## config.mk

```make
export PLATFORM = sky130hd
export DESIGN_NAME = watchdog_cause_flag_top
export DESIGN_NICKNAME = d
export VERILOG_FILES = /design/src/core/watchdog_cause_flag_pkg.sv /design/src/core/watchdog_cause_flag_osc_tick.sv /design/src/core/watchdog_cause_flag_top.sv
export SDC_FILE = /design/constraint.sdc
export NUM_CORES = 1
export LEC_CHECK = 0
export ABC_AREA = 1
export BUFFER_PORTS_ARGS = -buffer_cell sky130_fd_sc_hd__buf_2
export CAP_MARGIN = 20
export CELL_PAD_IN_SITES_DETAIL_PLACEMENT = 1
export CELL_PAD_IN_SITES_GLOBAL_PLACEMENT = 2
export CORE_MARGIN = 2
export CORE_UTILIZATION = 29
export CTS_CLUSTER_SIZE = 30
export DETAILED_ROUTE_END_ITERATION = 8
export PLACE_DENSITY = 0.95
export SLEW_MARGIN = 15
export SYNTH_ARGS = -nofsm -noshare
export SYNTH_HDL_FRONTEND = slang
export SYNTH_HIERARCHICAL = 1
export SYNTH_SLANG_ARGS = --single-unit
```

## constraint.sdc

```tcl
create_clock -name clk_i -period 3.8 [get_ports clk_i]
set_input_delay 0.38 -clock clk_i [delete_from_list [all_inputs] [get_ports clk_i]]
set_output_delay 0.38 -clock clk_i [all_outputs]
set_load 0.02 [all_outputs]
```

## src/core/watchdog_cause_flag_pkg.sv

```systemverilog
package watchdog_cause_flag_pkg;

   // Register byte offsets on the Wishbone slave.
   localparam logic [3:0] ADR_CAUSE = 4'h0;
   localparam logic [3:0] ADR_CTRL  = 4'h4;

   // Bit positions in the reset cause register.
   localparam int CAUSE_POR_BIT = 0;
   localparam int CAUSE_EXT_BIT = 1;
   localparam int CAUSE_WDT_BIT = 3;

   // Control register reset value; every bit clear, reset enable included.
   localparam logic [7:0] CTRL_RESET = 8'h00;

   // Oscillator and clock rates.
   localparam int CLK_HZ = 10000000;
   localparam int OSC_HZ = 128000;
   localparam int OSC_DIV = CLK_HZ / OSC_HZ;

   // Time-out range in milliseconds and oscillator cycles.
   localparam int TIMEOUT_MIN_MS     = 16;
   localparam int TIMEOUT_MAX_MS     = 8000;
   localparam int TIMEOUT_MIN_CYCLES = 2048;
   localparam logic [3:0] PRESCALE_MAX_CODE = 4'h9;
   localparam int COUNT_W = 20;

   // Length of the protected change window in system clock cycles.
   localparam logic [2:0] CHANGE_WINDOW = 3'h4;

   typedef struct packed {
      logic       irq_flag;
      logic       irq_en;
      logic       wdp3;
      logic       chg_en;
      logic       rst_en;
      logic [2:0] wdp_lo;
   } watchdog_cause_flag_ctrl_s;

   typedef struct packed {
      logic [1:0] reserved_hi;
      logic       usb_flag;
      logic       jtag_flag;
      logic       wdt_flag;
      logic       bod_flag;
      logic       ext_flag;
      logic       por_flag;
   } watchdog_cause_flag_cause_s;

   typedef enum logic [1:0] {
      WATCHDOG_CAUSE_FLAG_STOPPED,
      WATCHDOG_CAUSE_FLAG_IRQ_ONLY,
      WATCHDOG_CAUSE_FLAG_RESET_ONLY,
      WATCHDOG_CAUSE_FLAG_IRQ_THEN_RESET
   } watchdog_cause_flag_mode_e;

endpackage

```

## src/core/watchdog_cause_flag_osc_tick.sv

```systemverilog
module watchdog_cause_flag_osc_tick #(
   parameter int DIV = watchdog_cause_flag_pkg::OSC_DIV
) (
   // Clock and reset
   input  wire logic clk_i,
   input  wire logic rst_i,
   // Oscillator tick
   output logic      tick_o
);

   localparam int CNT_W = (DIV > 1) ? $clog2(DIV) : 1;

   logic [CNT_W-1:0] div_cnt;

   if (DIV < 1) begin
      $error("DIV must be at least one");
   end

   // The watchdog time base is one tick per oscillator period; with DIV of one that is every system clock cycle.
   always_ff @(posedge clk_i) begin
      if (rst_i) begin
         div_cnt <= '0;
         tick_o  <= 1'b0;
      end else if (div_cnt == CNT_W'(DIV - 1)) begin
         div_cnt <= '0;
         tick_o  <= 1'b1;
      end else begin
         div_cnt <= div_cnt + CNT_W'(1);
         tick_o  <= 1'b0;
      end
   end

endmodule

```

## src/core/watchdog_cause_flag_top.sv

```systemverilog
// Notes on behaviour
// External reset sets flag; power-on or zero-write clears
// Power-on sets flag; only zero-write clears it
// Software reads then clears cause register early
// Counter advances on dedicated 128 kHz ticks
// Time-out selectable from 16 ms to 8 s
// Restart clears counter; expiry gives interrupt or reset
// Interrupt mode raises wake-capable interrupt on expiry
// Reset mode issues system reset on expiry
// Combined mode: interrupt first, then reset
// Fuse forces reset enable one, interrupt enable zero
// Clearing reset enable or prescaler needs sequence
// Opening write sets change and reset enable
// Second write within four cycles applies values
// Watchdog stays enabled after its own reset
// Software clears watchdog flag and enable at start
// Reset enable reads set while watchdog flag set
// Change enable clears itself after four cycles
// Prescaler codes 0..9 select 2048 to 1048576 cycles
// Combined mode vectoring clears flag and enable
// Restart clears counter without spurious time-out
// Unprotected clear or prescaler writes are ignored
//
// Chosen here: the placing of the registers and register access over Wishbone.
module watchdog_cause_flag_top #(
   parameter int ADR_W   = 4,
   parameter int OSC_DIV = watchdog_cause_flag_pkg::OSC_DIV
) (
   // Clock and power-on reset
   input  wire logic             clk_i,
   input  wire logic             rst_i,
   // Wishbone slave
   input  wire logic             wb_cyc_i,
   input  wire logic             wb_stb_i,
   input  wire logic             wb_we_i,
   input  wire logic [ADR_W-1:0] wb_adr_i,
   input  wire logic [3:0]       wb_sel_i,
   input  wire logic [31:0]      wb_dat_i,
   output logic      [31:0]      wb_dat_o,
   output logic                  wb_ack_o,
   // Core and reset system
   input  wire logic             ext_reset_i,
   input  wire logic             sys_reset_i,
   input  wire logic             restart_i,
   input  wire logic             irq_vector_ack_i,
   input  wire logic             always_on_fuse_i,
   // Watchdog outputs
   output logic                  timeout_irq_o,
   output logic                  sys_reset_o
);

   localparam int CW = watchdog_cause_flag_pkg::COUNT_W;

   // Both register offsets must be reachable, and the tick divider cannot be zero.
   if (ADR_W < 3) begin
      $error("ADR_W must cover both register words");
   end
   if (OSC_DIV < 1) begin
      $error("OSC_DIV must be at least one");
   end

   // Time-out count for a prescaler code, in oscillator cycles.
   function automatic logic [CW:0] timeout_count(input logic [3:0] code);
      timeout_count = (CW + 1)'(watchdog_cause_flag_pkg::TIMEOUT_MIN_CYCLES) << code;
   endfunction

   function automatic logic code_valid(input logic [3:0] code);
      code_valid = (code <= watchdog_cause_flag_pkg::PRESCALE_MAX_CODE);
   endfunction

   // Full-width match, so aliases above the two register words never decode.
   function automatic logic adr_hit(input logic [ADR_W-1:0] adr, input logic [3:0] offset);
      adr_hit = (adr == ADR_W'(offset));
   endfunction

   logic                  por_flag;
   logic                  ext_flag;
   logic                  wdt_flag;
   logic                  irq_flag;
   logic                  irq_en;
   logic                  rst_en;
   logic [3:0]            prescale_select;
   logic [2:0]            window_cnt;
   logic [CW-1:0]         count;
   logic                  osc_tick;
   logic                  wb_req;
   logic                  wr_en;
   logic                  wr_cause;
   logic                  wr_ctrl;
   logic [7:0]            wr_byte;
   logic                  rst_en_eff;
   logic                  irq_en_eff;
   logic                  window_open;
   logic                  open_write;
   logic                  change_write;
   logic                  expire;
   logic                  fire_irq;
   logic                  fire_reset;
   logic                  ctrl_clear;
   logic [3:0]            wr_code;
   watchdog_cause_flag_pkg::watchdog_cause_flag_mode_e  mode;
   watchdog_cause_flag_pkg::watchdog_cause_flag_ctrl_s  ctrl_view;
   watchdog_cause_flag_pkg::watchdog_cause_flag_cause_s cause_view;

   // The oscillator is modelled as a divided tick of the system clock; the time-out count stays in ticks.
   watchdog_cause_flag_osc_tick #(
      .DIV    (OSC_DIV)
   ) u_osc (
      .clk_i  (clk_i),
      .rst_i  (rst_i),
      .tick_o (osc_tick)
   );

   // Bus decode: a request is taken once, in the cycle before ack rises.
   assign wb_req   = wb_cyc_i & wb_stb_i & ~wb_ack_o;
   assign wr_en    = wb_req & wb_we_i & wb_sel_i[0];
   assign wr_cause = wr_en & adr_hit(wb_adr_i, watchdog_cause_flag_pkg::ADR_CAUSE);
   assign wr_ctrl  = wr_en & adr_hit(wb_adr_i, watchdog_cause_flag_pkg::ADR_CTRL);
   assign wr_byte  = wb_dat_i[7:0];
   assign wr_code  = {wr_byte[5], wr_byte[2:0]};

   assign rst_en_eff = rst_en | wdt_flag | always_on_fuse_i;
   assign irq_en_eff = irq_en & ~always_on_fuse_i;

   // Interrupt enable is masked by the fuse before decoding, so the fuse always selects reset mode.
   always_comb begin
      unique case ({rst_en_eff, irq_en_eff})
         2'b00:   mode = watchdog_cause_flag_pkg::WATCHDOG_CAUSE_FLAG_STOPPED;
         2'b01:   mode = watchdog_cause_flag_pkg::WATCHDOG_CAUSE_FLAG_IRQ_ONLY;
         2'b10:   mode = watchdog_cause_flag_pkg::WATCHDOG_CAUSE_FLAG_RESET_ONLY;
         2'b11:   mode = watchdog_cause_flag_pkg::WATCHDOG_CAUSE_FLAG_IRQ_THEN_RESET;
      endcase
   end

   assign window_open  = (window_cnt != 3'h0);
   assign open_write   = wr_ctrl & wr_byte[4] & wr_byte[3];
   assign change_write = wr_ctrl & ~wr_byte[4] & window_open;

   always_ff @(posedge clk_i) begin
      if (rst_i) begin
         wb_ack_o <= 1'b0;
      end else begin
         wb_ack_o <= wb_req;
      end
   end

   // Unmapped words read as zero and ignore writes.
   always_ff @(posedge clk_i) begin
      if (rst_i) begin
         wb_dat_o <= 32'h0000_0000;
      end else if (wb_req && !wb_we_i) begin
         if (adr_hit(wb_adr_i, watchdog_cause_flag_pkg::ADR_CAUSE)) begin
            wb_dat_o <= {24'h00_0000, cause_view};
         end else if (adr_hit(wb_adr_i, watchdog_cause_flag_pkg::ADR_CTRL)) begin
            wb_dat_o <= {24'h00_0000, ctrl_view};
         end else begin
            wb_dat_o <= 32'h0000_0000;
         end
      end
   end

   always_comb begin
      cause_view          = '0;
      cause_view.por_flag = por_flag;
      cause_view.ext_flag = ext_flag;
      cause_view.wdt_flag = wdt_flag;
      ctrl_view.irq_flag  = irq_flag;
      ctrl_view.irq_en    = irq_en_eff;
      ctrl_view.wdp3      = prescale_select[3];
      ctrl_view.chg_en    = window_open;
      ctrl_view.rst_en    = rst_en_eff;
      ctrl_view.wdp_lo    = prescale_select[2:0];
   end

   // Reset cause flags: hardware set wins over a software zero-write.
   always_ff @(posedge clk_i) begin
      if (rst_i) begin
         por_flag <= 1'b1;
         ext_flag <= 1'b0;
         wdt_flag <= 1'b0;
      end else begin
         if (wr_cause && !wr_byte[watchdog_cause_flag_pkg::CAUSE_POR_BIT]) begin
            por_flag <= 1'b0;
         end
         if (ext_reset_i) begin
            ext_flag <= 1'b1;
         end else if (wr_cause && !wr_byte[watchdog_cause_flag_pkg::CAUSE_EXT_BIT]) begin
            ext_flag <= 1'b0;
         end
         if (sys_reset_o) begin
            wdt_flag <= 1'b1;
         end else if (wr_cause && !wr_byte[watchdog_cause_flag_pkg::CAUSE_WDT_BIT]) begin
            wdt_flag <= 1'b0;
         end
      end
   end

   // Any system reset, including our own pulse, returns control bits to defaults.
   assign ctrl_clear = sys_reset_i | sys_reset_o;

   // The window counts down from the opening write; the applying write closes it at once,
   // so a second change needs a fresh opening write.
   always_ff @(posedge clk_i) begin
      if (rst_i || ctrl_clear) begin
         window_cnt <= 3'h0;
      end else if (open_write) begin
         window_cnt <= watchdog_cause_flag_pkg::CHANGE_WINDOW;
      end else if (change_write) begin
         window_cnt <= 3'h0;
      end else if (window_open) begin
         window_cnt <= window_cnt - 3'h1;
      end
   end

   // Reset enable: setting is free, clearing needs the window and a clear watchdog flag.
   // The opening write sets it as well, so the second write must carry the enable wanted.
   always_ff @(posedge clk_i) begin
      if (rst_i || ctrl_clear) begin
         rst_en <= 1'b0;
      end else if (wr_ctrl && wr_byte[3]) begin
         rst_en <= 1'b1;
      end else if (change_write && !wdt_flag) begin
         rst_en <= 1'b0;
      end
   end

   // Reserved prescaler codes are refused so the time-out stays defined.
   // The count is not restarted here: a shorter period chosen while the count is already past
   // it lets the counter run on to its wrap, so software should restart before a change.
   always_ff @(posedge clk_i) begin
      if (rst_i || ctrl_clear) begin
         prescale_select <= {watchdog_cause_flag_pkg::CTRL_RESET[5], watchdog_cause_flag_pkg::CTRL_RESET[2:0]};
      end else if (change_write && code_valid(wr_code)) begin
         prescale_select <= wr_code;
      end
   end

   // A vector clear wins over a same-cycle write, so combined mode cannot re-arm by accident.
   always_ff @(posedge clk_i) begin
      if (rst_i || ctrl_clear) begin
         irq_en <= 1'b0;
      end else if (irq_vector_ack_i && mode == watchdog_cause_flag_pkg::WATCHDOG_CAUSE_FLAG_IRQ_THEN_RESET) begin
         irq_en <= 1'b0;
      end else if (wr_ctrl) begin
         irq_en <= wr_byte[6];
      end
   end

   // Time-out counter on oscillator ticks; a restart always wins over expiry.
   // Expiry is matched one below the selected count because the counter clears on that tick,
   // which makes the period exactly the selected number of ticks.
   assign expire = osc_tick & ~restart_i & (mode != watchdog_cause_flag_pkg::WATCHDOG_CAUSE_FLAG_STOPPED)
                   & ((CW + 1)'(count) == timeout_count(prescale_select) - (CW + 1)'(1));

   always_ff @(posedge clk_i) begin
      if (rst_i || ctrl_clear || restart_i) begin
         count <= '0;
      end else if (mode == watchdog_cause_flag_pkg::WATCHDOG_CAUSE_FLAG_STOPPED || expire) begin
         count <= '0;
      end else if (osc_tick) begin
         count <= count + CW'(1);
      end
   end

   always_comb begin
      fire_irq   = 1'b0;
      fire_reset = 1'b0;
      if (expire) begin
         unique case (mode)
            watchdog_cause_flag_pkg::WATCHDOG_CAUSE_FLAG_STOPPED: begin
            end
            watchdog_cause_flag_pkg::WATCHDOG_CAUSE_FLAG_IRQ_ONLY: begin
               fire_irq = 1'b1;
            end
            watchdog_cause_flag_pkg::WATCHDOG_CAUSE_FLAG_RESET_ONLY: begin
               fire_reset = 1'b1;
            end
            watchdog_cause_flag_pkg::WATCHDOG_CAUSE_FLAG_IRQ_THEN_RESET: begin
               fire_irq   = ~irq_flag;
               fire_reset = irq_flag;
            end
         endcase
      end
   end

   // Interrupt flag: a new time-out wins over a one-write or a vector clear.
   always_ff @(posedge clk_i) begin
      if (rst_i || ctrl_clear) begin
         irq_flag <= 1'b0;
      end else if (fire_irq) begin
         irq_flag <= 1'b1;
      end else if (irq_vector_ack_i || (wr_ctrl && wr_byte[7])) begin
         irq_flag <= 1'b0;
      end
   end

   // One-cycle pulse; the control clear it triggers keeps it from repeating at once.
   always_ff @(posedge clk_i) begin
      if (rst_i) begin
         sys_reset_o <= 1'b0;
      end else begin
         sys_reset_o <= fire_reset;
      end
   end

   // Level output; it is not gated by a clock so it can serve as a wake request.
   assign timeout_irq_o = irq_flag & irq_en_eff;

endmodule

```

# Word-level counts from Yosys, hierarchy flattened
# Index checks and enable logic that the tools add are counted.
[totals]
regBits = 75
romBits = 0
wordCells = 105
n_memories = 0
output_inout_bits = 35
latchBits = 0
in_bits = 50
ram_bits = 0
[op_classes]
n_eq_ne = 9
reduce_logical = 33
shifts = 1
n_div = 0
mul = 0
muxes = 18
n_lt_le_gt_ge = 1
bitwise = 24
add_sub_neg = 4
[op_table]
columns = ["cell", "count"]
rows = [
  ["20-bit by 21-bit equality test with 1-bit output", 1],
  ["12-bit by 4-bit << shifter with 21-bit output, first input constant", 1],
  ["21-bit by 1-bit subtractor with 21-bit output, second input constant", 1],
  ["20-bit by 1-bit adder with 20-bit output, second input constant", 1],
  ["8-bit two-way mux", 2],
  ["1-bit AND", 15],
  ["1-bit two-way mux", 10],
  ["2-bit nonzero test", 5],
  ["1-bit logical AND", 9],
  ["3-bit two-way mux", 3],
  ["2-bit equality test, second input constant", 4],
  ["2-bit one-hot mux with 4 select lines", 1],
  ["2-bit OR reduction", 4],
  ["7-bit by 1-bit adder with 7-bit output, second input constant", 1],
  ["7-bit equality test, second input constant", 1],
  ["1-bit inverter", 6],
  ["3-bit nonzero test", 2],
  ["1-bit zero test", 5],
  ["2-bit by 1-bit equality test with 1-bit output, second input constant", 2],
  ["4-bit by 3-bit equality test with 1-bit output, second input constant", 1],
  ["4-bit less-or-equal comparator, second input constant", 1],
  ["2-bit zero test", 2],
  ["4-bit zero test", 1],
  ["1-bit logical OR", 4],
  ["other kinds (4)", 7],
]

# Longest topological paths before layout
[logic_depth]
depth_word = 10
mapped_depth = 14
ltp_nobuf = 12

# Hierarchy
# The synthesis kept the hierarchy.
[by_module_without_submodules]
columns = ["module", "n_inst", "cells_each", "area_each_um2", "seq_area_each_um2"]
rows = [
  ["watchdog_cause_flag_top", 1, 381, 2518.7, 860.8],
  ["watchdog_cause_flag_osc_tick", 1, 50, 382.9, 160.2],
]

# Least setup slack after synthesis
# OpenSTA, ideal clock, no wires.
[synth_timing]
path_type = "register -> register"
from = "reg prescale_select[3]"
to = "reg count[11]"
arrival_ps = 1783
path_stages_with_launch = 14
setup_slack_ps = 1900
path_buffers = 2
path_cell_list = "dfxtp_1 -> buf_2 -> nor2_2 -> nand2_1 -> ha_1 -> xor2_1 -> nand3_1 -> nor2_1 -> nand2_1 -> nor2_1 -> nand2_1 -> nand2_1 -> buf_4 -> nor2_1"
[synth_between]
elab_chain_cells = 6
[synth_lines]
columns = ["element", "line", "source"]
rows = [
  ["start: declaration", "watchdog_cause_flag_top.sv:82", "logic [3:0] prescale_select;"],
  ["start signal: assignment", "watchdog_cause_flag_top.sv:232", "prescale_select <= {watchdog_cause_flag_pkg::CTRL_RESET[5], watchdog_cause_flag_pkg::CTRL_RESET[2:0]};"],
  ["start signal: assignment", "watchdog_cause_flag_top.sv:234", "prescale_select <= wr_code;"],
  ["12-bit by 4-bit << shifter with 21-bit output", "watchdog_cause_flag_top.sv:64", "timeout_count = (CW + 1)'(watchdog_cause_flag_pkg::TIMEOUT_MIN_CYCLES) << code;"],
  ["21-bit by 1-bit subtractor with 21-bit output", "watchdog_cause_flag_top.sv:253", "& ((CW + 1)'(count) == timeout_count(prescale_select) - (CW + 1)'(1));"],
  ["20-bit by 21-bit equality test with 1-bit output", "watchdog_cause_flag_top.sv:253", ""],
  ["1-bit AND", "watchdog_cause_flag_top.sv:253", ""],
  ["1-bit logical OR", "watchdog_cause_flag_top.sv:258", "end else if (mode == watchdog_cause_flag_pkg::WATCHDOG_CAUSE_FLAG_STOPPED || expire) begin"],
  ["2-bit OR reduction (no source line)", "-", ""],
  ["end signal: assignment", "watchdog_cause_flag_top.sv:261", "count <= count + CW'(1);"],
  ["end: declaration", "watchdog_cause_flag_top.sv:84", "logic [CW-1:0] count;"],
]
# No other way between the ends.
# A chain may end at the register's enable or synchronous reset.

# Worst setup path after layout
[layout_timing]
from = "reg prescale_select[3]"
to = "reg count[18]"
# Same word-level chain as after synthesis.

==> impl_metrics.yaml <==
yosys:
  synth.most_common_cell: "nand2_1"
  synth_cell_types: 36
  ys_seq_area_share_pct: 35.19
  ys_top_cells_by_area: "dfxtp_1 (35%), nand2_1 (13%), nor2_1 (8.4%)"
  synth_ff_type: "dfxtp_1"
  yosys_warnings: 6
  syn_area_um2: 2902
  yosys.area.top_type: "dfxtp_1"
  netlist_instances: 431
  netlist.area_leader.share_pct: 35.19
  synthTopCellsByCount: "nand2_1 (100), nor2_1 (65), inv_1 (54), dfxtp_1 (51), nand3_1 (28)"
  synth_seq_cells: 51
  synth-edff-count: 0
  synthArstFlopShare_pct: 0
  synth.avg_cell_area_um2: 6.732
floorplan:
  die_area_um2: 10820
  die_y_um: 104.0
  row_count: 36
  initial_utilization_pct: 29.82
  core_um2: 9729
  ios: 85
  die_w_um: 104.0
setup_path:
  path_cells: "nor2_2 -> nand2_1 -> ha_1 -> xor2_1 -> nand3_1 -> nor2_1 -> nand2_1 -> nor2_1 -> nand2_1 -> nand2_1 -> nor2_1"
  cp_data_arrival_time_ps: 2800
  cpMaxStageDelayCell: "nand2_1"
  r2r-start: "prescale_select[3]"
  reg2reg_to: "count[18]"
  worstSetupEndpoint: "count[18]"
  worst_setup_path_start_kind: "register"
  crit_fanout: 20
  endpoint_kind: "register"
  critPathLaunch: "prescale_select[3]"
  critPathMostFrequentCell: "nand2_1"
  cpPeakStageDelay_ps: 580
  r2r_cells: 11
  crit_required_ps: 3970
  reg2reg_slack_ps: 1170
  critPathKind: "register to register"
cts:
  clk_pin_slew_ps: 100
  hold_buffers: 0
  root_buffer: "clkbuf_8"
  cts_sinks: 51
  post_cts_buffers: 0
  cts_buffers: 5
  cts.path.max_buffers: 2
  insertion_delay_ps: 310
  cts_tree: "yes"
  ctsHtreeMaxLevel: 2
  cts_resized: 0
power_and_ir_drop:
  power.net_switching_uw: 243.3
  p_leak_uw: 0.001331
  internal_power_uw: 823.4
  ir_drop_mv: 0.1452
  p_per_area_nw_per_um2: 328.8
  pwr-share-clk_pct: 42.0
  pwr-share-seq_pct: 51.0
  combPwrFrac_pct: 7.0
  p_sw_share_pct: 22.81
routing:
  vias: 2688
  wire_per_inst_um: 12.23
  dr.first_iter.drc_count: 40
  wl_um: 7340
  ant_nets: 0
  wl_met2_um: 3685
  dr.pass1.iters: 4
  route.met3.wl_um: 226
  drc: 0
  wl_met1_um: 3371
  viasPerCell: 4.480
  highest_layer: "met4"
placement:
  dp_hpwl_um: 5790
  placed_cell_area_um2: 3112
  io_buffers: 33
  gp_congestion: 0.8048
timing:
  setup_viol: 0
  worst_slew_pin_slew_ps: 800.3
  rsz0062_at_grt: "false"
  skew_ps: 7.904
  slew_headroom_pct: 46.52
  period_minus_slack_ps: 2632
  final_hold_viol_count: 0
  drv_slew: 0
  fmax_mhz: 379.9
  fin_crit_sh_pct: 69.27
  tns_ps: 0
grt:
  grt_first_pass_wirelength_um: 12560
  antenna_found_initial: 0
  grt.overflow.total: 0
  grt_max_degree: 21
  grt_pass1_vias: 2742
  grt_util_all_layers_pct: 13.72
outcome:
  status: "finished, final reports clean"
finish:
  finalNetCount: 522
  fillers: 1286
  area_delta_synth_final_pct: 11.82
  final_cell_area_um2: 3244
  antenna_cells: 0
  drive_gt1_share_pct: 12.63
min_path:
  holdCritPathClass: "input port to register"
job:
  max-cap-violations: 0
power by group through the flow:
stage               combinational, uW  sequential [uW]  clock [uW]
floorplan                        70.1              556           0
global placement                 73.2              556           0
detailed placement               74.8              556           0
CTS                              75.5              544         463
global route                     84.7              545         485
finish                           75.1              544         448
layout by cell type, fill, tap and decap left out, types with 2 or more instances in the layout:
master / netlist / layout
a21oi_1: 16 / 16
a21oi_2: 5 / 5
a22oi_1: 3 / 3
a31oi_1: 3 / 3
buf_2: 1 / 33
bufinv_16: 0 / 2
clkbuf_8: 0 / 5
conb_1: 1 / 24
dfxtp_1: 51 / 51
ha_1: 6 / 6
inv_1: 54 / 54
inv_2: 2 / 2
nand2_1: 100 / 100
nand2_2: 2 / 2
nand3_1: 28 / 28
nand3b_1: 2 / 2
nand4_1: 5 / 5
nor2_1: 65 / 65
nor2_2: 6 / 6
nor3_1: 12 / 12
o21ai_0: 14 / 14
o21bai_1: 2 / 2
xnor2_1: 4 / 4
xor2_1: 11 / 11
flip-flops by register name, indices dropped and copies added, names as in the netlist, 3 cells and up:
register,count
u_osc/div_cnt,7
prescale_select,4
count,20
window_cnt,3
wb_dat_o,8
critical path, delay by kind of cell, from the launching register on:
kind	cells	cell delay, ps
AND/OR/NAND/NOR	9	1530
adder cells (fa/ha/maj)	1	340
XOR/XNOR	1	170
flip-flops	1	440
cell families (layout without fill, tap and decap cells):
family	after synthesis	after routing	synth area share [%]
DFF	51	51	35.19
buffers and inverters	84	97	14.40
other	1	24	0.1292
xor gates and xnor gates	15	15	4.528
adders and majority gates	6	6	2.587
AOI/OAI and AO/OA	46	46	9.401
and+or+nand+nor	228	228	33.76
area by class of cell:
class / instances / area [um2] / share of cell area (%)
timing repair buffer: 33 / 165.2 / 5.091
clock buffer: 6 / 72.57 / 2.237
inverter: 56 / 210.2 / 6.479
clock inverter: 2 / 60.06 / 1.851
multi-input combinational: 319 / 1549 / 47.74
tap: 133 / 166.4 / 5.129
sequential: 51 / 1021 / 31.47
through the flow:
step	setup WS [ps]	total power, uW	utilization [%]	hold slack [ps]	instances
after floorplan	1900	626.2	-	433.2	454
after detailed placement	1155	631.2	31.98	452.3	592
after CTS	1133	1083	33.35	311.1	600
final	1168	1067	33.35	318.5	600
after global routing	877.8	1115	33.35	327.0	600
after global placement	1237	629.0	31.98	445.5	592
how the worst min path moves through the flow:
stage	startpoint	end	slack, ps	depth (start not counted)
6_report	ext_reset_i	ext_flag	320	3
3_3_place_gp	u_osc/div_cnt[0]	u_osc/div_cnt[0]	450	1
4_1_cts	ext_reset_i	ext_flag	310	3
3_5_place_dp	wb_dat_o[4]	wb_dat_o[4]	450	2
2_1_floorplan	u_osc/div_cnt[0]	u_osc/div_cnt[0]	430	1
5_1_grt	ext_reset_i	ext_flag	330	3
metal layers:
layer / vias up / global-route usage, %
li1: 1377 / -
met1: 1261 / 16.86
met2: 41 / 25.19
met3: 9 / 2.506
met4: 0 / 2.317
met5: - / 0
(Power assumes the default switching activity.)
